<file path="src/rtl/cbmx_pkg.sv">
package cbmx_pkg;

  // timing
  localparam int CLK_MHZ       = 250;
  localparam int RETRY_TIME_US = 2000;
  localparam int RETRY_CYCLES  = RETRY_TIME_US * CLK_MHZ;

  // configuration space byte offsets
  localparam logic [7:0] OFS_CTRL_A  = 8'hA0;
  localparam logic [7:0] OFS_CTRL_B  = 8'hA2;
  localparam logic [7:0] OFS_PIN_SEL = 8'hA4;

  // reset values
  localparam logic [15:0] RST_CTRL_A  = 16'h0000;
  localparam logic [15:0] RST_CTRL_B  = 16'h0000;
  localparam logic [31:0] RST_PIN_SEL = 32'h0000_0000;

  // socket_control_a fields
  localparam int A_WP_PULLUP_OFF  = 15;
  localparam int A_RESET_PULLUP   = 14;
  localparam int A_VIDEO_ENABLE   = 10;
  localparam int A_IO_MIN_TIMING  = 9;
  localparam int A_MEM_MIN_TIMING = 8;
  localparam int A_CSC_ISA_ONLY   = 7;
  localparam int A_CARD_IRQ_BLOCK = 6;
  localparam int A_CCLKRUN_PU_OFF = 5;
  localparam int A_STOPCLK_IGNORE = 4;
  localparam int A_WAKE_ENABLE    = 1;
  localparam int A_WAIT_STRETCH   = 0;

  // socket_control_b fields
  localparam int B_NOT_A_CARD     = 4;
  localparam int B_SPEAKER_HIZ    = 3;
  localparam int B_RETRY_FOREVER  = 2;
  localparam int B_CLKRUN_REFUSE  = 1;
  localparam int B_DUAL_REPORT    = 0;

  // interrupt_pin_function_select fields
  localparam int C_GPIO_ENABLE    = 31;
  localparam int PIN_TOP_LSB      = 27;
  localparam int PIN_FIELD_W      = 3;
  localparam int NUM_PINS         = 10;
  localparam int PIN_IRQ9         = 5;
  localparam int PIN_IRQ12        = 2;
  localparam int PIN_IRQ11        = 3;
  localparam logic [2:0] CODE_DEFAULT = 3'h0;
  localparam logic [2:0] CODE_HIZ     = 3'h5;

  // pin source indices: 0..15 are irq request lines
  localparam int SRC_W = 5;
  localparam int NUM_SRC = 25;
  localparam logic [4:0] SRC_SPK    = 5'h10;
  localparam logic [4:0] SRC_D3     = 5'h11;
  localparam logic [4:0] SRC_LAMP   = 5'h12;
  localparam logic [4:0] SRC_VIDEO  = 5'h13;
  localparam logic [4:0] SRC_GENERAL_PIN_0  = 5'h14;
  localparam logic [4:0] SRC_GENERAL_PIN_3  = 5'h17;
  localparam logic [4:0] SRC_SERIAL = 5'h18;
  localparam logic [4:0] SRC_HIZ    = 5'h1F;

  // per pin (irq15,14,12,11,10,9,7,5,4,3), per code 000..111
  localparam logic [4:0] PIN_MAP [NUM_PINS][8] = '{
    '{5'h0F, 5'h10, 5'h11, 5'h12, 5'h13, 5'h1F, 5'h10, 5'h05},
    '{5'h0E, 5'h10, 5'h12, 5'h13, 5'h04, 5'h1F, 5'h10, 5'h11},
    '{5'h0C, 5'h10, 5'h12, 5'h13, 5'h03, 5'h1F, 5'h10, 5'h11},
    '{5'h0B, 5'h10, 5'h11, 5'h12, 5'h13, 5'h1F, 5'h10, 5'h0C},
    '{5'h0A, 5'h10, 5'h12, 5'h13, 5'h0C, 5'h0F, 5'h10, 5'h1F},
    '{5'h09, 5'h10, 5'h0C, 5'h13, 5'h12, 5'h0F, 5'h10, 5'h1F},
    '{5'h07, 5'h10, 5'h0E, 5'h12, 5'h13, 5'h1F, 5'h10, 5'h17},
    '{5'h05, 5'h10, 5'h0C, 5'h12, 5'h13, 5'h1F, 5'h10, 5'h16},
    '{5'h04, 5'h10, 5'h11, 5'h12, 5'h13, 5'h1F, 5'h10, 5'h15},
    '{5'h03, 5'h10, 5'h0C, 5'h12, 5'h13, 5'h1F, 5'h10, 5'h14}
  };

  // code 000 in serial interrupt mode
  localparam logic [4:0] PIN_SERIAL_DEFAULT [NUM_PINS] = '{
    5'h13, 5'h0E, 5'h0C, 5'h0B, 5'h12, 5'h18, 5'h17, 5'h16, 5'h15, 5'h14
  };

  // synchroniser vector layout
  localparam int SYN_CSTSCHG = 0;
  localparam int SYN_WAIT_N  = 1;
  localparam int SYN_SUSPEND = 2;
  localparam int SYN_DETECT  = 3;
  localparam int SYN_VSENSE  = 5;
  localparam int SYN_GPIO    = 7;
  localparam int SYN_W       = 11;

endpackage

</file>
<file path="src/rtl/cbmx_pin_if.sv">
`timescale 1ns/1ns
interface cbmx_pin_if;
  logic [31:0]                   select;
  logic                          serialMode;
  logic                          romUsed;
  logic                          speakerHiz;
  logic [3:0]                    gpioDir;
  logic [cbmx_pkg::NUM_SRC-1:0]  sources;
  logic [cbmx_pkg::NUM_PINS-1:0] pinOut;
  logic [cbmx_pkg::NUM_PINS-1:0] pinOe;

  modport ctrl (output select, serialMode, romUsed, speakerHiz, gpioDir, sources,
                input pinOut, pinOe);
  modport mux  (input select, serialMode, romUsed, speakerHiz, gpioDir, sources,
                output pinOut, pinOe);
endinterface

</file>
<file path="src/rtl/cbmx_pin_mux.sv">
`timescale 1ns/1ns
module cbmx_pin_mux
(
  // selection and sources in, pin drive out
  cbmx_pin_if.mux pins
);

  // one selector per interrupt pin
  for (genvar i = 0; i < cbmx_pkg::NUM_PINS; i++)
  begin : g_pin
    logic [2:0] code;
    logic [4:0] src;

    always_comb
    begin
      code = pins.select[cbmx_pkg::PIN_TOP_LSB - i * cbmx_pkg::PIN_FIELD_W +: 3];
      // pins borrowed by the serial rom cannot be remapped
      if (pins.romUsed && (i == cbmx_pkg::PIN_IRQ12 || i == cbmx_pkg::PIN_IRQ11))
      begin
        code = cbmx_pkg::CODE_DEFAULT;
      end
      src = cbmx_pkg::PIN_MAP[i][code];
      // serial mode changes the default role; irq9 is pinned to the serial line
      if (pins.serialMode && (code == cbmx_pkg::CODE_DEFAULT || i == cbmx_pkg::PIN_IRQ9))
      begin
        src = cbmx_pkg::PIN_SERIAL_DEFAULT[i];
      end
      pins.pinOut[i] = 1'b0;
      pins.pinOe[i]  = 1'b0;
      if (src == cbmx_pkg::SRC_HIZ)
      begin
        pins.pinOe[i] = 1'b0;
      end
      else if (src == cbmx_pkg::SRC_SERIAL)
      begin
        // open drain: only pulls low
        pins.pinOe[i] = pins.sources[cbmx_pkg::SRC_SERIAL];
      end
      else if (src >= cbmx_pkg::SRC_GENERAL_PIN_0 && src <= cbmx_pkg::SRC_GENERAL_PIN_3)
      begin
        pins.pinOut[i] = pins.sources[src];
        pins.pinOe[i]  = pins.select[cbmx_pkg::C_GPIO_ENABLE]
                         & pins.gpioDir[2'(src - cbmx_pkg::SRC_GENERAL_PIN_0)];
      end
      else if (src == cbmx_pkg::SRC_SPK)
      begin
        pins.pinOut[i] = pins.sources[src];
        pins.pinOe[i]  = ~pins.speakerHiz;
      end
      else
      begin
        pins.pinOut[i] = pins.sources[src];
        pins.pinOe[i]  = 1'b1;
      end
    end
  end

endmodule

</file>
<file path="src/rtl/cbmx_socket_misc.sv">
`timescale 1ns/1ns
module cbmx_socket_misc
#(
  parameter int RETRY_CYCLES = cbmx_pkg::RETRY_CYCLES
)
(
  // clock and global reset
  input  wire logic        clk_sys,
  input  wire logic        rstn,
  // configuration access
  input  wire logic        cfgStrobe,
  input  wire logic        cfgWrite,
  input  wire logic [7:0]  cfgAddr,
  input  wire logic [3:0]  cfgByteEn,
  input  wire logic [31:0] cfgWdata,
  output logic      [31:0] cfgRdata,
  output logic             cfgAck,
  // socket pins
  input  wire logic        cstschgPin,
  input  wire logic        cardWaitN,
  input  wire logic        hwSuspendPin,
  input  wire logic [1:0]  cardDetectN,
  input  wire logic [1:0]  voltSensePin,
  input  wire logic [3:0]  gpioPinIn,
  // socket state from bridge logic
  input  wire logic        cardIs16Bit,
  input  wire logic        cardPresent,
  input  wire logic        cardSupports3v,
  input  wire logic        cardSupports5v,
  input  wire logic        excaVideoEnable,
  input  wire logic        statusChange,
  input  wire logic        cardIrq,
  input  wire logic        isaIrqEnable,
  input  wire logic        stopClockReq,
  input  wire logic        hostClkrunReq,
  input  wire logic        retryPending,
  // pin function sources
  input  wire logic [15:0] irqRequest,
  input  wire logic        speaker_audio_out,
  input  wire logic        power_d3_flag_out,
  input  wire logic        card_activity_lamp,
  input  wire logic        serialIrqDrive,
  input  wire logic [3:0]  gpioDir,
  input  wire logic [3:0]  gpioData,
  input  wire logic        serialMode,
  input  wire logic        serialRomUsed,
  // socket controls out
  output logic             wpPullupEn,
  output logic             resetPullupEn,
  output logic             cclkrunPullupEn,
  output logic             video_port_enable_out,
  output logic             ioMinTiming,
  output logic             memMinTiming,
  output logic             cscToPciInt,
  output logic             cscToIsa,
  output logic             cardIrqToIsa,
  output logic             stopClockEffective,
  output logic             wakeInput,
  output logic             waitStretched,
  output logic             notACard,
  output logic             card5v16Bit,
  output logic             retryAbort,
  output logic             clkrunGrant,
  output logic             present3v,
  output logic             present5v,
  // interrupt pins
  output logic [9:0]       pinOut,
  output logic [9:0]       pinOe,
  output logic [3:0]       gpioIn
);

  localparam int CNT_W = $clog2(RETRY_CYCLES + 1);
  localparam logic [CNT_W-1:0] RETRY_LAST = CNT_W'(RETRY_CYCLES - 1);

  if (RETRY_CYCLES < 2)
  begin : g_check
    $error("RETRY_CYCLES must be at least 2");
  end

  typedef struct packed {
    logic [15:0]                  ctrlA;
    logic [15:0]                  ctrlB;
    logic [31:0]                  pinSel;
    logic [31:0]                  rdata;
    logic                         ack;
    logic [cbmx_pkg::SYN_W-1:0]   syncA;
    logic [cbmx_pkg::SYN_W-1:0]   syncB;
    logic                         waitPrev;
    logic [CNT_W-1:0]             retryCount;
    logic                         wpPu;
    logic                         resetPu;
    logic                         cclkPu;
    logic                         video;
    logic                         ioMin;
    logic                         memMin;
    logic                         cscPci;
    logic                         cscIsa;
    logic                         cintIsa;
    logic                         stopClk;
    logic                         wake;
    logic                         waitOut;
    logic                         nac;
    logic                         c5v16;
    logic                         abort;
    logic                         grant;
    logic                         p3v;
    logic                         p5v;
    logic [9:0]                   pOut;
    logic [9:0]                   pOe;
    logic [3:0]                   gpio;
  } cbmx_state_type;

  cbmx_state_type st;
  cbmx_state_type next_st;
  cbmx_pin_if     pinBus ();

  logic           waitActive;
  logic [31:0]    wordA;
  logic [31:0]    mergedA;
  logic [31:0]    mergedC;

  // pin multiplexer sources
  assign pinBus.select     = st.pinSel;
  assign pinBus.serialMode = serialMode;
  assign pinBus.romUsed    = serialRomUsed;
  assign pinBus.speakerHiz = st.ctrlB[cbmx_pkg::B_SPEAKER_HIZ]
                             & st.syncB[cbmx_pkg::SYN_SUSPEND];
  assign pinBus.gpioDir    = gpioDir;
  assign pinBus.sources    = {serialIrqDrive, gpioData, video_port_enable_out,
                              card_activity_lamp, power_d3_flag_out, speaker_audio_out,
                              irqRequest};

  cbmx_pin_mux u_mux
  (
    .pins (pinBus.mux)
  );

  // byte-lane merge of a write into the addressed dword
  assign wordA = {st.ctrlB, st.ctrlA};
  always_comb
  begin
    mergedA = wordA;
    mergedC = st.pinSel;
    for (int b = 0; b < 4; b++)
    begin
      if (cfgByteEn[b])
      begin
        mergedA[b*8 +: 8] = cfgWdata[b*8 +: 8];
        mergedC[b*8 +: 8] = cfgWdata[b*8 +: 8];
      end
    end
  end

  assign waitActive = ~st.syncB[cbmx_pkg::SYN_WAIT_N];

  // next state
  always_comb
  begin
    next_st = st;
    next_st.ack = 1'b0;
    // pins pass two flops; only stage two is read below
    next_st.syncA = {gpioPinIn, voltSensePin, cardDetectN, hwSuspendPin, cardWaitN,
                     cstschgPin};
    next_st.syncB = st.syncA;

    // register access; reserved bits simply store
    if (cfgStrobe)
    begin
      next_st.ack = 1'b1;
      if (cfgWrite)
      begin
        if (cfgAddr[7:2] == cbmx_pkg::OFS_CTRL_A[7:2])
        begin
          next_st.ctrlA = mergedA[15:0];
          next_st.ctrlB = mergedA[31:16];
        end
        if (cfgAddr[7:2] == cbmx_pkg::OFS_PIN_SEL[7:2])
        begin
          next_st.pinSel = mergedC;
        end
      end
      else if (cfgAddr[7:2] == cbmx_pkg::OFS_CTRL_A[7:2])
      begin
        next_st.rdata = wordA;
      end
      else if (cfgAddr[7:2] == cbmx_pkg::OFS_PIN_SEL[7:2])
      begin
        next_st.rdata = st.pinSel;
      end
      else
      begin
        next_st.rdata = 32'h0000_0000;
      end
    end

    // pullups and timing overrides
    next_st.wpPu    = cardIs16Bit & ~st.ctrlA[cbmx_pkg::A_WP_PULLUP_OFF];
    next_st.resetPu = st.ctrlA[cbmx_pkg::A_RESET_PULLUP];
    next_st.cclkPu  = ~st.ctrlA[cbmx_pkg::A_CCLKRUN_PU_OFF];
    next_st.video   = st.ctrlA[cbmx_pkg::A_VIDEO_ENABLE] | excaVideoEnable;
    next_st.ioMin   = st.ctrlA[cbmx_pkg::A_IO_MIN_TIMING];
    next_st.memMin  = st.ctrlA[cbmx_pkg::A_MEM_MIN_TIMING];

    // interrupt routing
    next_st.cscPci  = statusChange & ~st.ctrlA[cbmx_pkg::A_CSC_ISA_ONLY];
    next_st.cscIsa  = statusChange & st.ctrlA[cbmx_pkg::A_CSC_ISA_ONLY];
    next_st.cintIsa = cardIrq & isaIrqEnable & ~st.ctrlA[cbmx_pkg::A_CARD_IRQ_BLOCK];

    // clock controls
    next_st.stopClk = stopClockReq & ~st.ctrlA[cbmx_pkg::A_STOPCLK_IGNORE];
    next_st.grant   = hostClkrunReq & ~st.ctrlB[cbmx_pkg::B_CLKRUN_REFUSE];

    // wake input is dead without a card, whatever the bit says
    next_st.wake = st.syncB[cbmx_pkg::SYN_CSTSCHG] & cardPresent
                   & st.ctrlA[cbmx_pkg::A_WAKE_ENABLE];

    // wait held one clock past release to widen the command pulse
    next_st.waitPrev = waitActive;
    next_st.waitOut  = waitActive
                       | (st.waitPrev & st.ctrlA[cbmx_pkg::A_WAIT_STRETCH]);

    // grounded detect with open sense pins
    next_st.nac   = 1'b0;
    next_st.c5v16 = 1'b0;
    if (st.syncB[cbmx_pkg::SYN_DETECT +: 2] == 2'h0
        && st.syncB[cbmx_pkg::SYN_VSENSE +: 2] == 2'h3)
    begin
      next_st.nac   = st.ctrlB[cbmx_pkg::B_NOT_A_CARD];
      next_st.c5v16 = ~st.ctrlB[cbmx_pkg::B_NOT_A_CARD];
    end

    // voltage report bits
    next_st.p3v = cardSupports3v;
    next_st.p5v = st.ctrlB[cbmx_pkg::B_DUAL_REPORT] ? (cardSupports3v | cardSupports5v)
                                                     : (cardSupports5v & ~cardSupports3v);

    // delayed transaction retry watchdog
    next_st.abort = 1'b0;
    if (!retryPending || st.ctrlB[cbmx_pkg::B_RETRY_FOREVER])
    begin
      next_st.retryCount = '0;
    end
    else if (st.retryCount == RETRY_LAST)
    begin
      next_st.retryCount = '0;
      next_st.abort      = 1'b1;
    end
    else
    begin
      next_st.retryCount = st.retryCount + CNT_W'(1);
    end

    // pin drive registered so the pads see clean levels
    next_st.pOut = pinBus.pinOut;
    next_st.pOe  = pinBus.pinOe;
    // gpio inputs read as zero while the pins serve irq functions
    next_st.gpio = st.pinSel[cbmx_pkg::C_GPIO_ENABLE] ? st.syncB[cbmx_pkg::SYN_GPIO +: 4]
                                                       : 4'h0;
  end

  // state register; rstn is the global reset and the only clear
  always_ff @(posedge clk_sys or negedge rstn)
  begin
    if (!rstn)
    begin
      st        <= '0;
      st.ctrlA  <= cbmx_pkg::RST_CTRL_A;
      st.ctrlB  <= cbmx_pkg::RST_CTRL_B;
      st.pinSel <= cbmx_pkg::RST_PIN_SEL;
      st.syncA  <= {cbmx_pkg::SYN_W{1'b1}};
      st.syncB  <= {cbmx_pkg::SYN_W{1'b1}};
    end
    else
    begin
      st <= next_st;
    end
  end

  // outputs
  assign cfgRdata              = st.rdata;
  assign cfgAck                = st.ack;
  assign wpPullupEn            = st.wpPu;
  assign resetPullupEn         = st.resetPu;
  assign cclkrunPullupEn       = st.cclkPu;
  assign video_port_enable_out = st.video;
  assign ioMinTiming           = st.ioMin;
  assign memMinTiming          = st.memMin;
  assign cscToPciInt           = st.cscPci;
  assign cscToIsa              = st.cscIsa;
  assign cardIrqToIsa          = st.cintIsa;
  assign stopClockEffective    = st.stopClk;
  assign wakeInput             = st.wake;
  assign waitStretched         = st.waitOut;
  assign notACard              = st.nac;
  assign card5v16Bit           = st.c5v16;
  assign retryAbort            = st.abort;
  assign clkrunGrant           = st.grant;
  assign present3v             = st.p3v;
  assign present5v             = st.p5v;
  assign pinOut                = st.pOut;
  assign pinOe                 = st.pOe;
  assign gpioIn                = st.gpio;
endmodule

</file>
<file path="config.mk">
export PLATFORM = sky130hd
export DESIGN_NAME = cbmx_socket_misc
export DESIGN_NICKNAME = d
export VERILOG_FILES = /design/src/rtl/cbmx_pkg.sv /design/src/rtl/cbmx_pin_if.sv /design/src/rtl/cbmx_pin_mux.sv /design/src/rtl/cbmx_socket_misc.sv
export SDC_FILE = /design/constraint.sdc
export NUM_CORES = 1
export LEC_CHECK = 0
export BUFFER_PORTS_ARGS = -buffer_cell sky130_fd_sc_hd__buf_4
export CAP_MARGIN = 20
export CORE_MARGIN = 2
export CORE_UTILIZATION = 47
export DETAILED_ROUTE_END_ITERATION = 8
export MAX_ROUTING_LAYER = met4
export PLACE_DENSITY_LB_ADDON = 0.2
export SLEW_MARGIN = 20
export SYNTH_ARGS = -nofsm -noshare
export SYNTH_HDL_FRONTEND = slang
export SYNTH_SLANG_ARGS = --single-unit
</file>
<file path="constraint.sdc">
create_clock -name clk_sys -period 3.5 [get_ports clk_sys]
set_input_delay 0.175 -clock clk_sys [delete_from_list [all_inputs] [get_ports clk_sys]]
set_output_delay 0.175 -clock clk_sys [all_outputs]
set_load 0.005 [all_outputs]
</file>
==> qor.tcl, run 1 <==
set qor(status) {finished clean}
set qor(cell_by_cell_trace_of_the_critical_path) {inv_1 > ha_1 > or2_1 > a21oi_2 > mux2i_1 > a21oi_1 > o21ai_0 > a2111oi_1}
set qor(synth_fp_nets) 1053
set qor(cts-resized-gates) 0
set qor(worstHoldEndpoint) {pinOe[2]$_DFF_PN0_}
set qor(antennaDiodeCount) 0
set qor(static-leakage-power_uw) 0.00548
set qor(grt_use_total_pct) 24.3
set qor(critical_path_buf_inv_count) 1
set qor(worst_hold_launch) {serialRomUsed}
set qor(synth_fa_ha_area_share_pct) 1.89
set qor(route.final.wire_length_mm) 25.6
set qor(post_route_cells_drive_above_1_share_pct) 29.6
set qor(synth_warnings) 0
set qor(ff_to_ff_setup_slack_ns) 0.83
set qor(worstHoldPathCells) 2
set qor(grt_start_max_net_pins) 83
set qor(setup.worst_path.class) {reg2reg}
set qor(sw_frac_of_total_pct) 25.7
set qor(synth_top_family_by_area) {multiplexers}
set qor(critPathSlowestCell) {sky130_fd_sc_hd__dfrtp_1}
set qor(timing.critical_path.slowest_cell_delay_ns) 0.62
set qor(synth_compound_gate_area_share_pct) 12.8
set qor(final.setup.tns_ns) 0
set qor(worstSkewPairLatency_ns) 0.43
set qor(synthesis.instances) 939
set qor(weighted_congestion_at_the_end_of_routability_driven_global_placement) 0.914
set qor(wl_per_cell_um) 18.7
set qor(synth_area_per_cell_um2) 10.5
set qor(timing.fmax_mhz) 375
set qor(antenna_nets_post_route) 0
set qor(synth-simple-area-share_pct) 13.6
set qor(hold-worst-slack_ns) 0.0242
set qor(grt_antenna_before_repair) 0
set qor(timing.rr.end) {pinOut[5]$_DFF_PN0_}
set qor(layout.core_utilization_pct) 59.4
set qor(fillers) 1728
set qor(boundaryPins) 175
set qor(reg2reg_depth) 8
set qor(cap_viol_max_count) 0
set qor(clock_tree_from_tritoncts) {yes}
set qor(ys_dominant_reg_cell) {sky130_fd_sc_hd__dfrtp_1}
set qor(starting_drt_drc_count) 577
set qor(power.density_cell_area_nw_per_um2) 429
set qor(synth-seq-area-share_pct) 46.4
set qor(comb_power_share_pct) 14.3
set qor(switching_power_uw) 1330
set qor(crit_arrival_ns) 2.97
set qor(starting_density_of_the_core_pct) 48.2
set qor(vias_in_the_first_global_route) 7430
set qor(maxSlewHeadroom_pct) 53.3
set qor(setup_viol) 0
set qor(clock-skew-final_ns) 0.00738
set qor(finalMaxSlewViolations) 0
set qor(clkSlewWorstSetupHoldPaths_ns) 0.07
set qor(report.final.hold_viol_count) 0
set qor(grt_overflow) 0
set qor(final_period_minus_worst_setup_slack_ns) 2.67
set qor(layout_nets) 1200
set qor(worstPathRequired_ns) 3.80
set qor(cts_root_buf) {sky130_fd_sc_hd__clkbuf_16}
set qor(top_cells_by_area_in_the_synthesized_netlist) {sky130_fd_sc_hd__dfrtp_1 (41%), sky130_fd_sc_hd__mux2_2 (7.8%), sky130_fd_sc_hd__dfstp_2 (5.9%)}
set qor(number_of_h_tree_levels) 4
set qor(synth_edf_count) 0
set qor(synth.top_cells.by_count) {sky130_fd_sc_hd__dfrtp_1 (159), sky130_fd_sc_hd__nand2_1 (102), sky130_fd_sc_hd__mux2_2 (68)}
set qor(cp-start-kind) {flop}
set qor(rows) 52
set qor(multi_input_comb_area_um2) 4540
set qor(synth.most_common_cell) {sky130_fd_sc_hd__dfrtp_1}
set qor(internal_power_uw) 3850
set qor(period_share_pct) 76.2
set qor(setup_ws_ns) 0.832
set qor(synth.mux.area_fraction_pct) 16.3
set qor(critical_path.max_fanout) 14
set qor(port_buffers) 172
set qor(die_h_um) 149
set qor(regArea_um2) 4560
set qor(first_pass_iters) 5
set qor(tightestPinTransition_ns) 0.700
set qor(setup_repair_after_global_routing_missed_its_margin) {no}
set qor(timing.critical_path.from) {pinBus.select[12]$_DFFE_PN0P_}
set qor(syn_area_um2) 9820
set qor(power.ir.vdd_worst_mv) 0.336
set qor(hp-class) {in2reg}
set qor(floorplan.die_area_um2) 22100
set qor(first_pass_grt_wire_length_mm) 40.6
set qor(asyncSetResetFlopFracSynth_pct) 100
set qor(vias_per_std_cell) 5.60
set qor(power.share.clock_pct) 41.9
set qor(core_region_area_um2) 20400
set qor(crit_path_end_kind) {flop}
set qor(yosys_register_bits) 181
set qor(drcViolationCount) 0
set qor(pwr-share-seq_pct) 43.8
set qor(ys_types) 72
set qor(synthDominantAreaCellType) {sky130_fd_sc_hd__dfrtp_1}
set qor(pre_cts_ws_ns) 0.894
set qor(yosys.area_share.xor_xnor_pct) 1.61
set qor(via_count) 7671
set qor(tritoncts.num_buffers) 17
set qor(post-dp-hpwl_mm) 17.6
set qor(cts.path.max_buffers) 2
set qor(crit-reg2reg-launch) {pinBus.select[12]$_DFFE_PN0P_}
set qor(synth.top_cell.area_share_pct) 40.5
set qor(flow.area_growth_from_synthesis_pct) 23.2
set qor(numClockSinks) 181
set qor(critPathTopFamily) {compound AO/OA/AOI/OAI gates}
set qor(floorplan.die.width_um) 149
flip-flops by register name (all words and copies together) (netlist names), 4 cells and up:
| register | count |
|---|---|
| st | 60 |
| cfgRdata | 32 |
| pinBus.select | 32 |
| next_st | 14 |
| pinOe | 10 |
| pinOut | 10 |
| gpioIn | 4 |
what timing repair did:
item | CTS | global route
buffers inserted | 0 | 0
hold buffers | 55 | 0
endpoints found under the hold margin | 162 | 0
cells in the final DEF (no fill, tap or decap), types with 5 or more instances in the layout:
master / n
sky130_fd_sc_hd__a2111oi_0: 5
sky130_fd_sc_hd__a211oi_1: 10
sky130_fd_sc_hd__a21oi_1: 38
sky130_fd_sc_hd__a221oi_1: 7
sky130_fd_sc_hd__a31oi_1: 8
sky130_fd_sc_hd__a32oi_1: 7
sky130_fd_sc_hd__and2_1: 8
sky130_fd_sc_hd__and3_1: 8
sky130_fd_sc_hd__buf_4: 178
sky130_fd_sc_hd__bufinv_16: 5
sky130_fd_sc_hd__clkbuf_16: 17
sky130_fd_sc_hd__dfrtp_1: 159
sky130_fd_sc_hd__dfstp_2: 22
sky130_fd_sc_hd__dlygate4sd3_1: 55
sky130_fd_sc_hd__ha_1: 14
sky130_fd_sc_hd__inv_1: 27
sky130_fd_sc_hd__mux2_1: 5
sky130_fd_sc_hd__mux2_2: 68
sky130_fd_sc_hd__mux2i_1: 46
sky130_fd_sc_hd__mux4_2: 14
sky130_fd_sc_hd__nand2_1: 102
sky130_fd_sc_hd__nand2b_1: 15
sky130_fd_sc_hd__nand3_1: 26
sky130_fd_sc_hd__nand3b_1: 5
sky130_fd_sc_hd__nand4_1: 10
sky130_fd_sc_hd__nor2_1: 56
sky130_fd_sc_hd__nor2b_1: 14
sky130_fd_sc_hd__nor3_1: 10
sky130_fd_sc_hd__o21ai_0: 25
sky130_fd_sc_hd__o221ai_1: 6
sky130_fd_sc_hd__o22ai_1: 6
sky130_fd_sc_hd__o31ai_1: 33
sky130_fd_sc_hd__xnor2_1: 6
sky130_fd_sc_hd__xor2_1: 12
power by group through the flow:
stage,Combinational (uW),Sequential (uW),Clock [uW]
after floorplan,455,2260,0
after global placement,683,2310,0
after detailed placement,689,2310,0
after CTS,742,2270,2220
after global routing,813,2290,2310
final,741,2270,2170
worst reg2reg max path, delay by kind of cell (launching register included):
kind            cells  cell delay (ns)
buf+inv             1             0.19
fa+ha+maj           1             0.45
flops               1             0.62
compound gates      4             0.88
simple gates        1             0.26
mux                 1             0.15
per-stage QoR:
stage	total power [uW]	instance area, um^2	cells
global route	5410	12100	1369
detailed placement	3000	10900	1282
global placement	2990	10900	1282
floorplan	2720	9820	939
CTS	5240	12100	1369
finish	5190	12100	1369
logic make-up (layout without fill, tap and decap cells):
kind of cell    after synthesis  in the layout
simple gates                278            278
compound gates              181            181
flops                       181            181
mux                         133            133
buf+inv                     133            293
xor+xnor                     18             18
fa+ha+maj                    15             15
layout make-up:
type | count | area share (%)
tap | 270 | 2.79
inverter | 27 | 0.837
sequential | 181 | 37.7
multi-input combinational | 625 | 37.5
clock buffer | 18 | 3.55
timing repair buffer | 234 | 15.7
clock inverter | 14 | 1.97
worst max-delay path by stage:
stage / cells past startpoint / end
floorplan: 10 / pinOut[5]$_DFF_PN0_
detailed placement: 8 / pinOut[5]$_DFF_PN0_
global route: 8 / pinOut[5]$_DFF_PN0_
CTS: 8 / pinOut[5]$_DFF_PN0_
finish: 8 / pinOut[5]$_DFF_PN0_
global placement: 8 / pinOut[5]$_DFF_PN0_
layer usage:
layer	GRT usage (%)	share of wire [%]	wire, um
met5	-	0	0
met4	5.57	1.1	272
met3	5.09	7.3	1870
met2	38.9	48	12200
met1	32.2	44	11200
(Power assumes the default switching activity.)
==> run 2: changes to the inputs <==
Settings changed: ABC_AREA from default to 1.
Clock period 3.5 ns to 2.8 ns, I/O delays scaled along.
==> run 2 against run 1 <==
Net effect:
- clock skew barely moved
- combinational power is 66% higher
- flip-flop and latch count unchanged
- power is 28% higher
- sequential share of layout area shrank 1.1 points
- fmax increased by 31%
- first-iteration DRC count unchanged
- die area increased by 4.1%
- non-clock buffer count down 3
- routed wire length is 13% higher
- sequential power rose by 29%
- final area rose by 3.1%
==> qor.tcl, run 2 <==
set qor(cts_root_buf) {sky130_fd_sc_hd__clkbuf_16}
set qor(rows) 53
set qor(synth.top_cells.by_count) {sky130_fd_sc_hd__nand2_1 (305), sky130_fd_sc_hd__dfrtp_1 (159), sky130_fd_sc_hd__inv_1 (139)}
set qor(first_pass_iters) 6
set qor(first_pass_grt_wire_length_mm) 46.0
set qor(timing.critical_path.from) {pinBus.select[0]$_DFFE_PN0P_}
set qor(pwr-share-seq_pct) 44.1
set qor(layout_nets) 1588
set qor(clock-skew-final_ns) 0.00711
set qor(core_region_area_um2) 21200
set qor(numClockSinks) 181
set qor(floorplan.die.width_um) 152
set qor(crit_path_end_kind) {flop}
set qor(design_power_total_uw) 6630
set qor(internal_power_uw) 4560
set qor(maxSlewHeadroom_pct) 53.5
set qor(period_share_pct) 72.6
set qor(synth.most_common_cell) {sky130_fd_sc_hd__nand2_1}
set qor(vias_in_the_first_global_route) 9083
set qor(worst_hold_launch) {cfgWdata[16]}
set qor(synth_edf_count) 0
set qor(largest_register_ff_count) 60
set qor(postCtsSetupRepairBufs) 0
set qor(synth_area_per_cell_um2) 7.78
set qor(synth_warnings) 0
set qor(power.density_cell_area_nw_per_um2) 531
set qor(final_period_minus_worst_setup_slack_ns) 2.03
set qor(switching_power_uw) 2070
set qor(crit-reg2reg-launch) {pinBus.select[0]$_DFFE_PN0P_}
set qor(grt_use_total_pct) 26.6
set qor(final.setup.tns_ns) 0
set qor(sw_frac_of_total_pct) 31.2
set qor(finalMaxSlewViolations) 0
set qor(syn_area_um2) 10200
set qor(setup.worst_path.class) {reg2reg}
set qor(die_h_um) 152
set qor(timing.fmax_mhz) 492
set qor(ys_dominant_reg_cell) {sky130_fd_sc_hd__dfrtp_1}
set qor(wl_per_cell_um) 16.5
set qor(grt_overflow) 0
set qor(post_route_cells_drive_above_1_share_pct) 20.2
set qor(floorplan.die_area_um2) 23000
set qor(critical_path.max_fanout) 25
set qor(starting_drt_drc_count) 577
set qor(post_dp_cell_area_um2) 11300
set qor(setup_ws_ns) 0.766
set qor(starting_density_of_the_core_pct) 48.2
set qor(synth-seq-area-share_pct) 44.5
set qor(ys_types) 53
set qor(static-leakage-power_uw) 0.00593
set qor(synthDominantAreaCellType) {sky130_fd_sc_hd__dfrtp_1}
set qor(drcViolationCount) 0
set qor(yosys_register_bits) 181
set qor(port_buffers) 172
set qor(status) {finished clean}
set qor(antennaDiodeCount) 0
set qor(final_common_cell) {sky130_fd_sc_hd__nand2_1}
set qor(worstSkewPairLatency_ns) 0.43
set qor(tightestPinTransition_ns) 0.697
set qor(route.final.wire_length_mm) 29.0
set qor(power.share.clock_pct) 37.4
set qor(final_design_area_no_fill_um2) 12500
set qor(cts-resized-gates) 0
set qor(boundaryPins) 175
set qor(cap_viol_max_count) 0
set qor(tritoncts.num_buffers) 17
set qor(report.final.hold_viol_count) 0
set qor(vias_per_std_cell) 5.36
set qor(asyncSetResetFlopFracSynth_pct) 100
set qor(clock_tree_from_tritoncts) {yes}
set qor(grt_start_max_net_pins) 84
set qor(crit_arrival_ns) 2.34
set qor(via_count) 9448
set qor(clkSlewWorstSetupHoldPaths_ns) 0.08
set qor(setup_viol) 0
set qor(post-dp-hpwl_mm) 20.5
set qor(worstPathRequired_ns) 3.11
set qor(weighted_congestion_at_the_end_of_routability_driven_global_placement) 0.967
set qor(antenna_nets_post_route) 0
set qor(flow.area_growth_from_synthesis_pct) 21.9
set qor(top_cells_by_area_in_the_synthesized_netlist) {sky130_fd_sc_hd__dfrtp_1 (39%), sky130_fd_sc_hd__nand2_1 (11%), sky130_fd_sc_hd__a21oi_1 (6.2%)}
set qor(synthesis.instances) 1316
set qor(cp-start-kind) {flop}
set qor(cts.path.max_buffers) 2
set qor(hp-class) {in2reg}
set qor(grt_antenna_before_repair) 0
set qor(power.ir.vdd_worst_mv) 0.387
set qor(max_flop_register) {st}
set qor(synth.top_cell.area_share_pct) 38.9
set qor(mostFrequentLayoutCells) {sky130_fd_sc_hd__nand2_1 (305), sky130_fd_sc_hd__buf_4 (178), sky130_fd_sc_hd__dfrtp_1 (159), sky130_fd_sc_hd__inv_1 (139), sky130_fd_sc_hd__a21oi_1 (127)}
set qor(setup_repair_after_global_routing_missed_its_margin) {no}
set qor(number_of_h_tree_levels) 4
set qor(pre_cts_ws_ns) 0.793
set qor(comb_power_share_pct) 18.5
set qor(synth_fp_nets) 1430
[run 2: changes by cell type after synthesis, sizes merged, moves of 66 or more]
cell	previous run	this run
nand2	102	321
nand3	26	92
o21ai	28	128
inv	27	155
a21oi	41	128
mux2	73	1
[run 2: cell families (layout without fill, tap and decap cells)]
kind of cell | Yosys count | after routing | share of synthesized area [%]
adders and majority gates | 14 | 14 | 1.71
buffers and inverters | 247 | 418 | 11.7
muxes | 1 | 1 | 0.110
xor gates and xnor gates | 8 | 8 | 0.684
and+or+nand+nor | 564 | 564 | 25.1
DFF | 181 | 181 | 44.5
AOI/OAI and AO/OA | 301 | 301 | 16.1
[run 2: final cells by class]
cell class                      count  area (um^2)
Inverter                          155          594
Sequential cell                   181         4560
Multi-Input combinational cell    888         4480
Clock buffer                       17          425
Clock inverter                     15          198
Timing Repair Buffer              231         1880
Tap cell                          275          344
Fill cell                        2031         8740
[run 2: path summary, 6_finish.rpt]
| kind | to | slack (ns) | cells past startpoint |
|---|---|---|---|
| hold reg to reg | st[66]$_DFF_PN1_ | 0.36 | 0 |
| min in group asynchronous | wakeInput$_DFF_PN0_ | 0.28 | 2 |
| max in group asynchronous | st[66]$_DFF_PN1_ | 1.60 | 3 |
| setup reg to reg | pinOe[9]$_DFF_PN0_ | 0.77 | 10 |
| hold / removal | pinBus.select[16]$_DFFE_PN0P_ | 0.009 | 3 |
| setup / recovery | pinOe[9]$_DFF_PN0_ | 0.77 | 10 |
[run 2: power by group through the flow]
stage | Combinational (uW) | Clock (uW) | Sequential, uW
after floorplan | 788 | 0 | 2920
after global placement | 1150 | 0 | 2970
after detailed placement | 1160 | 0 | 2970
after CTS | 1230 | 2550 | 2920
after global routing | 1380 | 2650 | 2940
final | 1230 | 2480 | 2920
[run 2: layer usage]
layer | global-route usage [%] | routed length [um] | vias up
met5 | - | 0 | -
met4 | 7.87 | 590 | 0
met3 | 3.98 | 1730 | 41
met2 | 43.7 | 14200 | 337
met1 | 34.4 | 12500 | 4461
li1 | - | - | 4609
[run 2: timing repair]
item                                    CTS  global route
hold buffers                             51             0
endpoints found under the setup margin    0             0
endpoints found under the hold margin   142             0
[run 2: through the flow]
step           util (%)  hold WS, ns  instances
4_1_cts            58.8     0.000610       1762
3_5_place_dp       53.5        0.226       1679
2_1_floorplan         -       -0.156       1316
5_1_grt            58.8       0.0104       1762
6_report           58.8      0.00896       1762
3_3_place_gp       53.5        0.219       1679
[run 2: worst max-delay path, stage by stage (launching register included)]
cell and delay [ns]:
sky130_fd_sc_hd__dfrtp_1 0.43, sky130_fd_sc_hd__inv_1 0.11, sky130_fd_sc_hd__ha_1 0.26, sky130_fd_sc_hd__nand3_2 0.09
sky130_fd_sc_hd__nand2_2 0.23, sky130_fd_sc_hd__inv_1 0.24, sky130_fd_sc_hd__nand2_1 0.10, sky130_fd_sc_hd__o21ai_1 0.13
sky130_fd_sc_hd__nand3_1 0.08, sky130_fd_sc_hd__a31oi_1 0.14, sky130_fd_sc_hd__nor2_1 0.08
